`config.mk`:
```
export PLATFORM = sky130hd
export DESIGN_NAME = cpu_test_transfer_wait_decode
export DESIGN_NICKNAME = d
export VERILOG_FILES = /design/src/rtl/cpu_test_transfer_wait_decode.v
export VERILOG_INCLUDE_DIRS = /design/src /design/src/rtl
export SDC_FILE = /design/constraint.sdc
export NUM_CORES = 1
export LEC_CHECK = 0
export ABC_CLOCK_PERIOD_IN_PS = 4900
export BUFFER_PORTS_ARGS = -buffer_cell sky130_fd_sc_hd__buf_2
export CAP_MARGIN = 40
export CORE_MARGIN = 2
export CORE_UTILIZATION = 34
export CTS_CLUSTER_SIZE = 20
export DETAILED_ROUTE_END_ITERATION = 16
export PLACE_DENSITY = 0.56
export SLEW_MARGIN = 0
export SYNTH_ARGS = -nofsm -noshare
export SYNTH_HDL_FRONTEND = slang
export SYNTH_SLANG_ARGS = --single-unit
```
`constraint.sdc`:
```
create_clock -name SYS_CLK_I -period 4.9 [get_ports SYS_CLK_I]
set_input_delay 1.47 -clock SYS_CLK_I [delete_from_list [all_inputs] [get_ports SYS_CLK_I]]
set_output_delay 1.47 -clock SYS_CLK_I [all_outputs]
set_load 0.03 [all_outputs]
```
`src/rtl/cpu_ttw_consts.vh`:
```
// Purpose: constants for the test/transfer/wait decode block
// Assumes: 8-bit core, 16-bit address space
// Notes:   included by cpu_test_transfer_wait_decode.v
// Functional notes
// - test op subtracts zero, sets negative and zero, keeps operand and half-carry
// - index-to-accumulator copy, opcode 9F, no flag changes
// - wait op 8F clears interrupt mask and stops the core clock in the same cycle
// - short-offset indexed: one byte, unsigned offset plus index
// - long-offset indexed: high then low byte, 16-bit offset plus index
// - full address mode: high then low byte used as address
// - bit branch: direct address byte then signed offset added to pc
`ifndef CPU_TTW_CONSTS_VH
`define CPU_TTW_CONSTS_VH
//--------------------------------------
// opcodes
//--------------------------------------
`define OP_TST_DIR   8'h3D
`define OP_TST_A     8'h4D
`define OP_TST_X     8'h5D
`define OP_TST_IX1   8'h6D
`define OP_TST_IX    8'h7D
`define OP_TXA       8'h9F
`define OP_WAIT      8'h8F
`define OP_BIT_HI    4'h0
`define OP_MODE_EXT  4'hC
`define OP_MODE_IX2  4'hD
`define OP_MODE_IX1  4'hE
`define ZERO8        8'h00
`define ZERO16       16'h0000
`define RESET_PC     16'h0000
`define PC_STEP      16'h0001
`define OFFSET_SIGN_BITS 4'h8
`endif

```
`src/rtl/cpu_test_transfer_wait_decode.v`:
```
// Purpose: decode/execute of test, index transfer, wait and operand fetch modes
// Assumes: program byte at MEM_ADDR_O settles on MEM_DATA_I before the next edge
// Notes:   interrupt vector fetch is left to the core; this block flags it
`timescale 1ns/100ps
`include "cpu_ttw_consts.vh"
module cpu_test_transfer_wait_decode (
	input  wire        SYS_CLK_I,
	input  wire        RESET_I,
	input  wire [7:0]  MEM_DATA_I,
	input  wire [7:0]  OPERAND_I,
	input  wire        IRQ_PENDING_I,
	input  wire        BRANCH_TAKE_I,
	output reg  [15:0] MEM_ADDR_O,
	output reg  [15:0] EA_O,
	output reg         EA_VALID_O,
	output reg  [7:0]  ACC_O,
	output reg  [7:0]  INDEX_O,
	output reg         FLAG_N_O,
	output reg         FLAG_Z_O,
	output reg         FLAG_H_O,
	output reg         FLAG_I_O,
	output reg         CORE_CLK_EN_O,
	output reg         WAKE_VECTOR_O
);
	//--------------------------------------
	// one-hot states
	//--------------------------------------
	localparam S_FETCH = 6'b000001;
	localparam S_OP1   = 6'b000010;
	localparam S_OP2   = 6'b000100;
	localparam S_EXEC  = 6'b001000;
	localparam S_WAIT  = 6'b010000;
	localparam S_REL   = 6'b100000;

	reg [5:0]  state_r;
	reg [7:0]  opcode_r;
	reg [7:0]  hi_r;
	reg [15:0] pc_r;

	//--------------------------------------
	// decode helpers
	//--------------------------------------
	// test-op flag update; operand itself untouched
	function [1:0] nz_of;
		input [7:0] v;
		reg   [7:0] d;
		begin
			d     = v - `ZERO8;
			nz_of = {d[7], d == `ZERO8};
		end
	endfunction

	// bit-test-and-branch group: direct byte then relative offset
	function is_bit_branch;
		input [7:0] op;
		begin
			is_bit_branch = (op[7:4] == `OP_BIT_HI);
		end
	endfunction

	// operand byte is a direct-page address (direct-mode memory test 3D or bit branch)
	function is_direct_byte;
		input [7:0] op;
		begin
			is_direct_byte = (op == `OP_TST_DIR) || is_bit_branch(op);
		end
	endfunction

	// one unsigned offset byte added to the index register
	function is_short_index;
		input [7:0] op;
		begin
			is_short_index = (op == `OP_TST_IX1) || (op[7:4] == `OP_MODE_IX1);
		end
	endfunction

	// two offset bytes, high first, added to the index register
	function is_long_index;
		input [7:0] op;
		begin
			is_long_index = (op[7:4] == `OP_MODE_IX2);
		end
	endfunction

	// two address bytes, high first, used as the operand address
	function is_full_address;
		input [7:0] op;
		begin
			is_full_address = (op[7:4] == `OP_MODE_EXT);
		end
	endfunction

	// any opcode that fetches operand bytes after itself
	function needs_operand;
		input [7:0] op;
		begin
			needs_operand = is_direct_byte(op) || is_short_index(op)
				|| is_long_index(op) || is_full_address(op);
		end
	endfunction

	// memory forms of the test op: flags from the fetched data byte
	function is_mem_test;
		input [7:0] op;
		begin
			is_mem_test = (op == `OP_TST_DIR) || (op == `OP_TST_IX1) || (op == `OP_TST_IX);
		end
	endfunction

	//--------------------------------------
	// program counter arithmetic
	//--------------------------------------
	// address of the byte after the current one
	wire [15:0] pc_inc        = pc_r + `PC_STEP;
	// relative target: address past the offset byte plus signed offset
	wire [15:0] branch_target = pc_inc + {{`OFFSET_SIGN_BITS{MEM_DATA_I[7]}}, MEM_DATA_I};

	//--------------------------------------
	// sequencer
	//--------------------------------------
	always @(posedge SYS_CLK_I) begin
		if (RESET_I) begin
			state_r       <= S_FETCH;
			opcode_r      <= `ZERO8;
			hi_r          <= `ZERO8;
			pc_r          <= `RESET_PC;
			MEM_ADDR_O    <= `RESET_PC;
			EA_O          <= `ZERO16;
			EA_VALID_O    <= 1'b0;
			ACC_O         <= `ZERO8;
			INDEX_O       <= `ZERO8;
			FLAG_N_O      <= 1'b0;
			FLAG_Z_O      <= 1'b0;
			FLAG_H_O      <= 1'b0;
			FLAG_I_O      <= 1'b1;
			CORE_CLK_EN_O <= 1'b1;
			WAKE_VECTOR_O <= 1'b0;
		end else begin
			EA_VALID_O    <= 1'b0;
			WAKE_VECTOR_O <= 1'b0;
			case (state_r)
			S_FETCH: begin
				// opcode byte stands at MEM_ADDR_O; step past it
				opcode_r   <= MEM_DATA_I;
				pc_r       <= pc_inc;
				MEM_ADDR_O <= pc_inc;
				case (MEM_DATA_I)
				`OP_TST_A: begin
					{FLAG_N_O, FLAG_Z_O} <= nz_of(ACC_O);
				end
				`OP_TST_X: begin
					{FLAG_N_O, FLAG_Z_O} <= nz_of(INDEX_O);
				end
				`OP_TST_IX: begin
					EA_O       <= {`ZERO8, INDEX_O};
					EA_VALID_O <= 1'b1;
					state_r    <= S_EXEC;
				end
				`OP_TXA: begin
					ACC_O <= INDEX_O;
				end
				`OP_WAIT: begin
					FLAG_I_O      <= 1'b0;
					CORE_CLK_EN_O <= 1'b0;
					state_r       <= S_WAIT;
				end
				default: begin
					// unlisted opcodes without operand bytes act as one-cycle no-ops
					if (needs_operand(MEM_DATA_I)) begin
						state_r <= S_OP1;
					end
				end
				endcase
			end
			S_OP1: begin
				// first operand byte: address, short offset or high byte
				pc_r       <= pc_inc;
				MEM_ADDR_O <= pc_inc;
				hi_r       <= MEM_DATA_I;
				if (is_direct_byte(opcode_r)) begin
					EA_O       <= {`ZERO8, MEM_DATA_I};
					EA_VALID_O <= 1'b1;
					state_r    <= is_bit_branch(opcode_r) ? S_REL : S_EXEC;
				end else if (is_short_index(opcode_r)) begin
					EA_O       <= {`ZERO8, MEM_DATA_I} + {`ZERO8, INDEX_O};
					EA_VALID_O <= 1'b1;
					state_r    <= S_EXEC;
				end else begin
					state_r <= S_OP2;
				end
			end
			S_OP2: begin
				// second operand byte is always the low half
				pc_r       <= pc_inc;
				MEM_ADDR_O <= pc_inc;
				if (is_long_index(opcode_r)) begin
					EA_O <= {hi_r, MEM_DATA_I} + {`ZERO8, INDEX_O};
				end else begin
					EA_O <= {hi_r, MEM_DATA_I};
				end
				EA_VALID_O <= 1'b1;
				state_r    <= S_EXEC;
			end
			S_REL: begin
				// signed offset byte stands at pc; target counts from the byte after it
				if (BRANCH_TAKE_I) begin
					pc_r       <= branch_target;
					MEM_ADDR_O <= branch_target;
				end else begin
					pc_r       <= pc_inc;
					MEM_ADDR_O <= pc_inc;
				end
				state_r <= S_FETCH;
			end
			S_EXEC: begin
				// memory test: flags only, operand not written back
				if (is_mem_test(opcode_r)) begin
					{FLAG_N_O, FLAG_Z_O} <= nz_of(OPERAND_I);
				end
				state_r <= S_FETCH;
			end
			S_WAIT: begin
				// halted until unmasked interrupt
				if (IRQ_PENDING_I && !FLAG_I_O) begin
					CORE_CLK_EN_O <= 1'b1;
					WAKE_VECTOR_O <= 1'b1;
					FLAG_I_O      <= 1'b1;
					state_r       <= S_FETCH;
				end
			end
			default: begin
				state_r <= S_FETCH;
			end
			endcase
		end
	end
endmodule

```
# == Yosys cells after proc, flatten, opt, wreduce, memory -nomap -nowiden ==
# Index checks and enable logic that the tools add are counted.
# word_totals
reg_bits,59
inputBits,20
output_inout_bits,55
word_cells,94
# classes
n_addsub,2
eq_ne,28
mux,27
bitwise_logic,1
n_reduce_logical,26
# ops
op,n
$mux 16,4
$eq 8x7->1 const B,6
$pmux 16 s3,1
$pmux 16 s2,1
$mux 6,4
$pmux 6 s4,1
$pmux 6 s3,1
$add 16x1->16 const B,1
$add 16x16->16,1
$eq 4x4->1 const B,4
$eq 8x6->1 const B,2
$eq 8x8->1 const B,2
$reduce_and 3->1,4
$mux 1,10
$logic_or 1x1->1,9
$logic_not 4->1,2
$logic_not 8->1,1
$eq 6x1->1 const B,1
$eq 6x2->1 const B,1
$eq 6x3->1 const B,1
$eq 6x4->1 const B,1
$eq 6x5->1 const B,1
$eq 6x6->1 const B,1
$ne 2x2->1 const B,3
14 further kinds,21

# == Logic depth before layout (Yosys ltp) ==
# Gate-level depths: netlist of the first run.
# logic_depth
word_depth,8
depth_mapped,14
mapped_depth_nobuf,13

# == Worst setup path before layout of the first run ==
# Ideal clock, no wire load.
# synth_path
kind,reg2reg
startpoint,reg pc_r[0]
endpoint,reg pc_r[15]
setup_time_ns,0.123
arrival_ns,3.476
required_ns,4.777
setup_slack_ns,1.301
stages_incl_launch_ff,14
path_buffers,1
path_cell_list,dfxtp_1 > ha_1 > nand3_1 > nor3_1 > nand3_1 > xnor2_1 > ha_1 > clkbuf_1 > and4_1 > a221oi_1 > o31a_1 > mux2i_1 > mux2i_1 > mux2_1
# synth_between
elab_chain_len,4
# synth_lines
item,line_no,source
from (decl),cpu_test_transfer_wait_decode.v:38,reg [15:0] pc_r;
from (signal assigned),cpu_test_transfer_wait_decode.v:126,pc_r <= `RESET_PC;
from (signal assigned),cpu_test_transfer_wait_decode.v:145,pc_r <= pc_inc;
from (signal assigned),cpu_test_transfer_wait_decode.v:177,pc_r <= pc_inc;
$add 16x1->16 (no source line) *,-,
$add 16x16->16,cpu_test_transfer_wait_decode.v:116,"wire [15:0] branch_target = pc_inc + {{`OFFSET_SIGN_BITS{MEM_DATA_I[7]}}, MEM_DATA_I};"
$mux 16,cpu_test_transfer_wait_decode.v:206,if (BRANCH_TAKE_I) begin
$pmux 16 s2 *,cpu_test_transfer_wait_decode.v:141,case (state_r)
# Every way passes the cells marked *; elsewhere a longest branch is shown, timed or not.
# A chain may end at the register's enable or synchronous reset.

# == Worst setup path in the final report of the first run ==
# Ends and elaborated chain as after synthesis.

==> results.md, run 1 <==
- Final worst path period share: 77.5%
- Initial Util: between 30% and 40%
- CTS Root Cell: clkbuf_8
- CP max stage delay: roughly 0.54 ns
- CTS clock-pin slew for the worst setup and hold paths: 0.08 ns
- Finished Layout Cells: between 600 and 700
- Finished Cell Area: roughly 4300 sq um
- Netlist Area Pre-Place: 3770 sq um
- RR Startpoint: pc_r[0]
- Setup crit end kind: flop
- Max-slew violation count: 0
- Data required time of the worst path: between 5 and 6 ns
- Setup total negative slack: 0 ns
- Placed cell area: around 4100 sq um
- Sink Count: 59
- CTS tree: yes
- Switching power: ~470 uW
- Top Ports: 75
- ANT cells: 0
- Clock power frac: a little over a third
- Final Hold Fails: 0
- Sw frac: about 36%
- Number of synthesis warnings: 0
- Vias per cell: about 5.2
- Global-route wire length before repair: ~16000 microns
- Final wirelength: 9950 microns
- Remaining antenna violation count: 0
- CP Cell Sequence: ha_1 -> nand3_1 -> nor3_1 -> nand3_1 -> xnor2_1 -> ha_1 -> and4_1 -> a221oi_1 -> o31a_1 -> mux2i_1 -> mux2i_1 -> mux2_1
- Largest net degree at the start of global routing: 44
- Setup Skew: ~0.0094 ns
- Synth-to-Final Area Change: 13.0%
- Syn avg cell area: roughly 8 sq um
- Hold Path Cell Cnt: 2
- Max frequency: 0.263 GHz
- Worst Hold Class: reg2reg
- R2R Path End: pc_r[15]
- Final nets: 558
- Grt ovf: 0
- Cells after synthesis: 472
- Ys flop type: dfxtp_1
- # resized after CTS: 0
- Vias in the first global route: slightly above 3000
- Die area: 12000 sq um
- H-tree lvl count: 3
- Per-cell routed wire length: between 15 and 20 microns
- Critical path arrival: between 4 and 5 ns
- Row cnt: 38
- Number of iterations in the first detailed-routing pass: 4
- Die Y: between 100 and 150 microns
- Chip width: 109 microns
- RSZ-0062 raised after global routing: false
- R2R Setup Slk: between 1 and 1.5 ns
- CP endpoint: pc_r[15]
- # Post-CTS Setup Buffers: 0
- Initial antenna violation count: 0
- Via count: between 3000 and 4000
- Final Core Density: 39.4%
- Fillers: around 1100
- Worst setup SP type: flop
- Seq cells post-synth: 59
- Status: finished clean
- Max Cap Violations: 0
- Post-synth EDFFs: 0
- Most frequent cells after synthesis: 59 x dfxtp_1, 57 x nor2_1, 50 x nand2_1
- Finish-stage setup viols: 0
- Residual DRC: 0
- Placed cells: 646
- Worst hold margin: 0.454 ns
- Port bufs: between 50 and 60
- R2R depth: 12
- Leakage: around 1.8 nW
- Post-DP HPWL: around 7000 microns
- Comb power frac: 25.2%
- Slowest cell on crit path: nor3_1
- Asr flop ratio synth: 0%
- Seq/Total Area, Yosys: 31.3%
- Most common cell in the netlist: dfxtp_1
- Slew HR: around 44%
- Dominant cell type by area after synthesis: dfxtp_1
- Gr usage total: around 17%
- Share of cells above drive strength 1: 16.9%
- Part of the power in registers: approximately two fifths
- Unique masters post-synth: 66
- DR iter-0 viols: approximately 230
- Crit. Startpoint: pc_r[0]
- Maximum clock path buffer count: 2
- Top cells by area, synth: dfxtp_1 31%, ha_1 6.6%, nor2_1 5.7%
- Placer Congestion: 0.908
- Peak supply drop: around 120 uV
- Crit Path Class: reg2reg
- Core area: about 11000 sq um
- P per Cell Area: ~310 nW/um^2
- Synth top area share: roughly 31%
- Fin crit period: roughly 3.8 ns
- Worst-margin pin slew: ~0.84 ns
- Cell internal pwr: ~860 uW
- Total CTS buffers: 9
- Hold Buf Count CTS: 0
- CP max FO: 8
- Later-pin clock latency in the skew report: ~0.35 ns
registers in the layout, summed over array words and instances (netlist names):
register,count
CORE_CLK_EN_O,1
EA_O,16
EA_VALID_O,1
FLAG_N_O,1
FLAG_Z_O,1
WAKE_VECTOR_O,1
hi_r,8
opcode_r,8
pc_r,16
state_r,6
kinds of logic (layout without fill, tap and decap cells):
group | count (synthesis) | after routing | synth area share (%)
AOI/OAI and AO/OA | 120 | 120 | 20.9
xor gates and xnor gates | 24 | 24 | 5.57
adders and majority gates | 21 | 21 | 7.16
buffers and inverters | 52 | 86 | 7.72
DFF | 59 | 59 | 31.3
muxes | 12 | 12 | 3.22
other | 1 | 17 | 0.0993
and+or+nand+nor | 183 | 183 | 24.0
metal layers:
layer	vias up	global-route usage [%]	routed length [microns]
met4	0	4.61	51
li1	1754	-	-
met1	1617	24.6	5150
met3	8	4.56	463
met5	-	0	0
met2	95	24.5	4290
cell usage in the layout (no fill, tap or decap), types with 3 or more instances in the layout:
| master | count |
|---|---|
| and4_1 | 3 |
| nor2b_1 | 5 |
| buf_4 | 3 |
| a21oi_1 | 38 |
| nor4_1 | 7 |
| a21o_1 | 7 |
| a22oi_1 | 18 |
| nor3_1 | 12 |
| conb_1 | 17 |
| a221oi_1 | 3 |
| inv_1 | 9 |
| xor2_1 | 10 |
| nand4_1 | 3 |
| clkbuf_8 | 9 |
| nand2_1 | 50 |
| dfxtp_1 | 59 |
| mux2i_1 | 11 |
| nand3_1 | 20 |
| nand3b_1 | 3 |
| nor2_1 | 57 |
| ha_1 | 20 |
| buf_2 | 58 |
| clkinv_4 | 3 |
| xnor2_1 | 14 |
| nor3b_1 | 3 |
| o21ai_0 | 19 |
| a211oi_1 | 8 |
worst max-delay path, delay by kind of cell, from the launching register on:
| kind | cells | cell delay (ns) |
|---|---|---|
| AOI/OAI and AO/OA | 2 | 0.46 |
| xor gates and xnor gates | 1 | 0.18 |
| adders and majority gates | 2 | 0.67 |
| DFF | 1 | 0.44 |
| muxes | 3 | 0.77 |
| and+or+nand+nor | 4 | 1.16 |
metrics by stage:
stage	power [mW]	setup slack (ns)
after floorplan	0.812	1.30
after global placement	0.873	1.04
after detailed placement	0.875	0.976
after CTS	1.35	1.12
after global routing	1.41	0.848
final	1.33	1.10
area by class of cell:
cell class	instances	area [sq um]	area share, %
flip-flops and latches	59	1180	27.7
clock inverters	7	77.6	1.82
repair buffers	61	313	7.33
well taps	140	175	4.11
clock buffers	9	124	2.90
multi-input cells	377	2360	55.4
inverters	9	33.8	0.792
power groups by stage:
| stage | clock network, mW | logic [mW] | registers, mW |
|---|---|---|---|
| global route | 0.506 | 0.369 | 0.535 |
| finish | 0.464 | 0.336 | 0.531 |
| CTS | 0.480 | 0.336 | 0.531 |
| global placement | 0 | 0.332 | 0.540 |
| detailed placement | 0 | 0.333 | 0.542 |
| floorplan | 0 | 0.253 | 0.559 |
worst min-delay path by stage:
stage                        start       end  slack (ns)
after global routing       hi_r[1]   hi_r[1]        0.48
after CTS                 FLAG_N_O  FLAG_N_O        0.46
after global placement    FLAG_N_O  FLAG_N_O        0.44
final                     FLAG_N_O  FLAG_N_O        0.45
after floorplan            hi_r[0]   hi_r[0]        0.44
after detailed placement  FLAG_N_O  FLAG_N_O        0.45
Power figures use the tool's default switching activity.
==> run 2, diff against run 1 <==
Settings changed: ABC_CLOCK_PERIOD_IN_PS 4900 to 3900.
Clock period 4.9 ns to 3.9 ns, I/O delays scaled along.
==> run 2 against run 1 <==
Sequential power increased by 26%. Wire length increased by 1.1%. Core utilization increased by 0.51 points. Via count increased by 1.0%. Fmax increased by 6.2%. Largest cell class unchanged. Flip-flop and latch count unchanged. Global-route usage increased by 0.58 points. Worst setup slack got worse by 0.78 ns. Clock power increased by 30%.
==> results.md, run 2 (synthesis gave the netlist of run 1 again) <==
- Status: finished clean
- Die area: 12000 sq um
- Chip width: between 100 and 150 microns
- Vias in the first global route: about 3200
- Placer Congestion: approximately 0.87
- Largest net degree at the start of global routing: 45
- Top flop regs: EA_O (16), pc_r (16)
- Data required time of the worst path: just over 4 ns
- Gr usage total: between 15 and 20%
- Slew HR: between 40% and 50%
- CTS tree: yes
- Total CTS buffers: 9
- Worst Hold Launch: FLAG_N_O
- Leakage: approximately 1.9 nW
- Worst-margin pin slew: roughly 0.9 ns
- RR Startpoint: pc_r[0]
- ANT cells: 0
- Vias per cell: 5.25
- Max-slew violation count: 0
- Fin crit period: 3.58 ns
- Peak supply drop: roughly 150 uV
- Core area: about 11000 sq um
- Worst setup SP type: flop
- Maximum clock path buffer count: 2
- Remaining antenna violation count: 0
- Global-route wire length before repair: approximately 16000 microns
- R2R depth: 14
- P per Cell Area: 391 nW/um^2
- Hold worst-path end: FLAG_N_O
- Hold Buf Count CTS: 0
- Share of cells above drive strength 1: between 10% and 20%
- Top Ports: 75
- Initial antenna violation count: 0
- # resized after CTS: 0
- Per-cell routed wire length: between 15 and 20 microns
- Final worst path period share: about nine tenths
- Residual DRC: 0
- Sink Count: 59
- Die Y: roughly 110 microns
- Setup Skew: 0.0131 ns
- Setup total negative slack: 0 ns
- CP max FO: 7
- Initial Util: a little over a third
- Number of iterations in the first detailed-routing pass: 4
- Worst Hold Class: reg2reg
- # Post-CTS Setup Buffers: 0
- Finish-stage setup viols: 0
- Crit Path Class: reg2reg
- Via count: about 3500
- Final wirelength: 10100 microns
- Max frequency: approximately 0.28 GHz
- CTS clock-pin slew for the worst setup and hold paths: 0.08 ns
- Max Cap Violations: 0
- Most frequent cells in the layout: 59 x dfxtp_1, 57 x nor2_1, 57 x buf_2, 50 x nand2_1, 38 x a21oi_1
- Final Hold Fails: 0
- DR iter-0 viols: approximately 220
- Final nets: ~560
- Grt ovf: 0
- Synth-to-Final Area Change: 14.5%
- RSZ-0062 raised after global routing: false
- CTS Root Cell: clkbuf_8
- Critical path arrival: 3.82 ns
- Row cnt: 38
- Hold Path Cell Cnt: 2
- Total power: between 1.5 and 2 mW
- Setup crit end kind: flop
- Later-pin clock latency in the skew report: about 0.36 ns
- R2R Setup Slk: 0.32 ns
- Port bufs: between 50 and 60
- Post-DP HPWL: ~7200 microns
- R2R Path End: pc_r[15]
- Commonest non-fill, non-tap cell in the layout: dfxtp_1
- H-tree lvl count: 3
run 2: worst max-delay path by stage:
stage                   from        to  slack, ns  depth (start not counted)
3_5_place_dp         pc_r[0]  pc_r[15]       0.33                         14
4_1_cts              pc_r[0]  pc_r[15]       0.32                         14
6_report             pc_r[0]  pc_r[15]       0.32                         14
5_1_grt              pc_r[0]  pc_r[15]       0.05                         14
2_1_floorplan        pc_r[0]  pc_r[15]       0.30                         13
3_3_place_gp   MEM_DATA_I[0]  pc_r[12]       0.42                         10
run 2: per-stage QoR:
step,setup WS (ns),utilization (%),cell area (sq um),cells,hold slack (ns)
2_1_floorplan,0.301,-,3830,488,0.437
3_3_place_gp,0.421,37.9,4110,652,0.440
3_5_place_dp,0.332,37.9,4110,652,0.446
4_1_cts,0.323,39.9,4320,668,0.456
5_1_grt,0.0524,39.9,4320,668,0.483
6_report,0.325,39.9,4320,668,0.451
run 2: final cells by class:
class | instances | area (sq um)
Clock buffer | 9 | 124
Clock inverter | 7 | 85.1
Fill cell | 1127 | 6520
Inverter | 9 | 33.8
Multi-Input combinational cell | 377 | 2360
Sequential cell | 59 | 1180
Tap cell | 140 | 175
Timing Repair Buffer | 67 | 360
run 2: metal layers:
layer / GRT usage [%] / wire length [microns]
met5: 0 / 0
met4: 5.79 / 129
met3: 2.55 / 494
met2: 27.2 / 4490
met1: 24.8 / 4950
run 2: critical path, stage by stage (launching register included):
cell and delay, ns:
dfxtp_1 0.42, ha_1 0.27, nand3_1 0.18, nor3_1 0.25, buf_4 0.17, nand2_1 0.08, nor2_1 0.14, xor2_1 0.23
ha_1 0.32, and4_1 0.17, a221oi_1 0.28, o31a_1 0.20, mux2i_1 0.21, mux2i_1 0.22, mux2_1 0.33
run 2: power by group:
part	leakage [nW]	switching (mW)	internal, mW
Sequential	0.479	0.0344	0.632
Clock	0.106	0.295	0.307
Combinational	1.28	0.274	0.149
==> run 3, diff against run 2 <==
Settings changed: REMOVE_ABC_BUFFERS set to 1.
==> run 3 against run 2 <==
Wire length is 0.80% higher. Worst hold slack better by 0.00056 ns. Critical endpoint unchanged. Register-to-register slack barely moved. Critical path type unchanged. Sequential share of layout area decreased by 0.20 points. Highest routed layer unchanged.
==> results.md, run 3 (synthesis gave the netlist of run 1 again) <==
- Initial antenna violation count: 0
- Worst setup SP type: flop
- Hold Path Cell Cnt: 2
- Later-pin clock latency in the skew report: 0.35 ns
- Die area: 12000 sq um
- Share of cells above drive strength 1: about 18%
- CTS Root Cell: clkbuf_8
- Max Cap Violations: 0
- Slew HR: ~50%
- Hold worst-path end: FLAG_N_O
- Setup crit end kind: flop
- Final nets: ~560
- CP Cell Sequence: ha_1 -> nand3_1 -> nor3_2 -> nand3_1 -> xnor2_1 -> ha_1 -> and4_1 -> a221oi_1 -> o31a_1 -> mux2i_1 -> mux2i_1 -> mux2_1
- Worst Hold Class: reg2reg
- Total CTS buffers: 9
- Maximum clock path buffer count: 2
- P per Cell Area: around 400 nW/um^2
- Global-route wire length before repair: 16700 microns
- Via count: 3576
- Final worst path period share: between 90% and 100%
- CTS clock-pin slew for the worst setup and hold paths: around 0.070 ns
- Worst-margin pin slew: 0.740 ns
- Max-slew violation count: 0
- Setup total negative slack: 0 ns
- Vias per cell: between 5 and 6
- Per-cell routed wire length: roughly 15 microns
- Max frequency: roughly 0.28 GHz
- RR Startpoint: pc_r[0]
- Grt ovf: 0
- Largest delay share family, worst path: simple AND/OR/NAND/NOR gates
- Vias in the first global route: around 3400
- Fillers: between 1000 and 1500
- Gr usage total: ~18%
- Core area: between 10000 and 15000 sq um
- Data required time of the worst path: 4.14 ns
- Row cnt: 38
- CP max FO: 8
- Initial Util: a little over a third
- # Post-CTS Setup Buffers: 0
- H-tree lvl count: 3
- Crit Path Class: reg2reg
- Die Y: roughly 110 microns
- Finished Cell Area: approximately 4400 sq um
- Remaining antenna violation count: 0
- Synth-to-Final Area Change: 15.3%
- CP bufs+invs: 0
- Status: finished clean
- Top Ports: between 70 and 80
- Residual DRC: 0
- Fin crit period: roughly 3.6 ns
- Critical path arrival: between 3 and 4 ns
- Slowest cell on crit path: dfxtp_1
- Final Hold Fails: 0
- CP max stage delay: between 0.4 and 0.5 ns
- Number of iterations in the first detailed-routing pass: 4
- CTS tree: yes
- R2R depth: 12
- Placer Congestion: slightly above 0.9
- Most frequent cells in the layout: 59 x dfxtp_1, 58 x buf_2, 57 x nor2_1, 50 x nand2_1, 38 x a21oi_1
- Largest net degree at the start of global routing: between 40 and 50
- Worst Hold Launch: FLAG_N_O
- Port bufs: 57
- RSZ-0062 raised after global routing: false
- Leakage: approximately 1.9 nW
- Chip width: 109 microns
- DR iter-0 viols: approximately 180
- Flip-flop and latch area: approximately 1200 sq um
- R2R Setup Slk: between 0.3 and 0.4 ns
- Peak supply drop: around 220 uV
- Post-DP HPWL: between 7000 and 8000 microns
- Worst hold margin: approximately 0.45 ns
- Multi-input gate area: 2370 sq um
- Top flop regs: EA_O (16), pc_r (16)
- R2R Path End: pc_r[15]
- ANT cells: 0
- Finish-stage setup viols: 0
- Final wirelength: 10100 microns
- Sink Count: between 50 and 60
- Commonest non-fill, non-tap cell in the layout: dfxtp_1
- Placed cell area: 4120 sq um
- Setup Skew: 0.0104 ns
run 3: worst max path at each step:
stage,slack (ns),to,cells after the start,startpoint
2_1_floorplan,0.36,pc_r[15],12,pc_r[0]
3_3_place_gp,0.29,pc_r[15],12,pc_r[0]
3_5_place_dp,0.16,pc_r[15],12,pc_r[0]
4_1_cts,0.15,pc_r[15],12,pc_r[0]
5_1_grt,0.006,pc_r[15],12,pc_r[0]
6_report,0.32,pc_r[15],12,pc_r[0]
run 3: power breakdown:
part	internal, mW	switching (mW)
Sequential	0.633	0.0350
Clock	0.377	0.265
Combinational	0.151	0.273
Total	1.16	0.573
run 3: cell type report:
class,count,share of cell area (%)
Multi-Input combinational cell,377,54.4
Timing Repair Buffer,67,8.51
Sequential cell,59,27.1
Tap cell,140,4.02
Clock buffer,10,3.16
Inverter,9,0.776
Clock inverter,6,2.04
run 3: metrics by stage:
step	total power, mW	std cells	setup WS (ns)	utilization [%]
after floorplan	0.978	445	0.364	-
after global placement	1.10	650	0.285	37.8
after detailed placement	1.11	652	0.157	38.0
after CTS	1.75	668	0.149	40.1
after global routing	1.83	668	0.00628	40.2
final	1.73	668	0.319	40.2
run 3: per-layer routing:
| layer | vias up | wire length (microns) | global-route usage [%] |
|---|---|---|---|
| met3 | 19 | 675 | 3.79 |
| met5 | - | 0 | 0 |
| met2 | 115 | 4590 | 28.6 |
| met4 | 0 | 181 | 7.23 |
| met1 | 1682 | 4690 | 23.3 |
| li1 | 1760 | - | - |
run 3: repair_timing:
action                                  CTS  global route
endpoints found under the setup margin    0             1
resized for setup                         0             1
hold buffers                              0             0
run 3: worst register-to-register path, cell delays in order, from the launching register on:
cell      delay, ns
dfxtp_1        0.43
ha_1           0.29
nand3_1        0.17
nor3_2         0.35
nand3_1        0.19
xnor2_1        0.16
ha_1           0.39
and4_1         0.23
a221oi_1       0.27
o31a_1         0.21
mux2i_1        0.22
mux2i_1        0.22
mux2_1         0.33
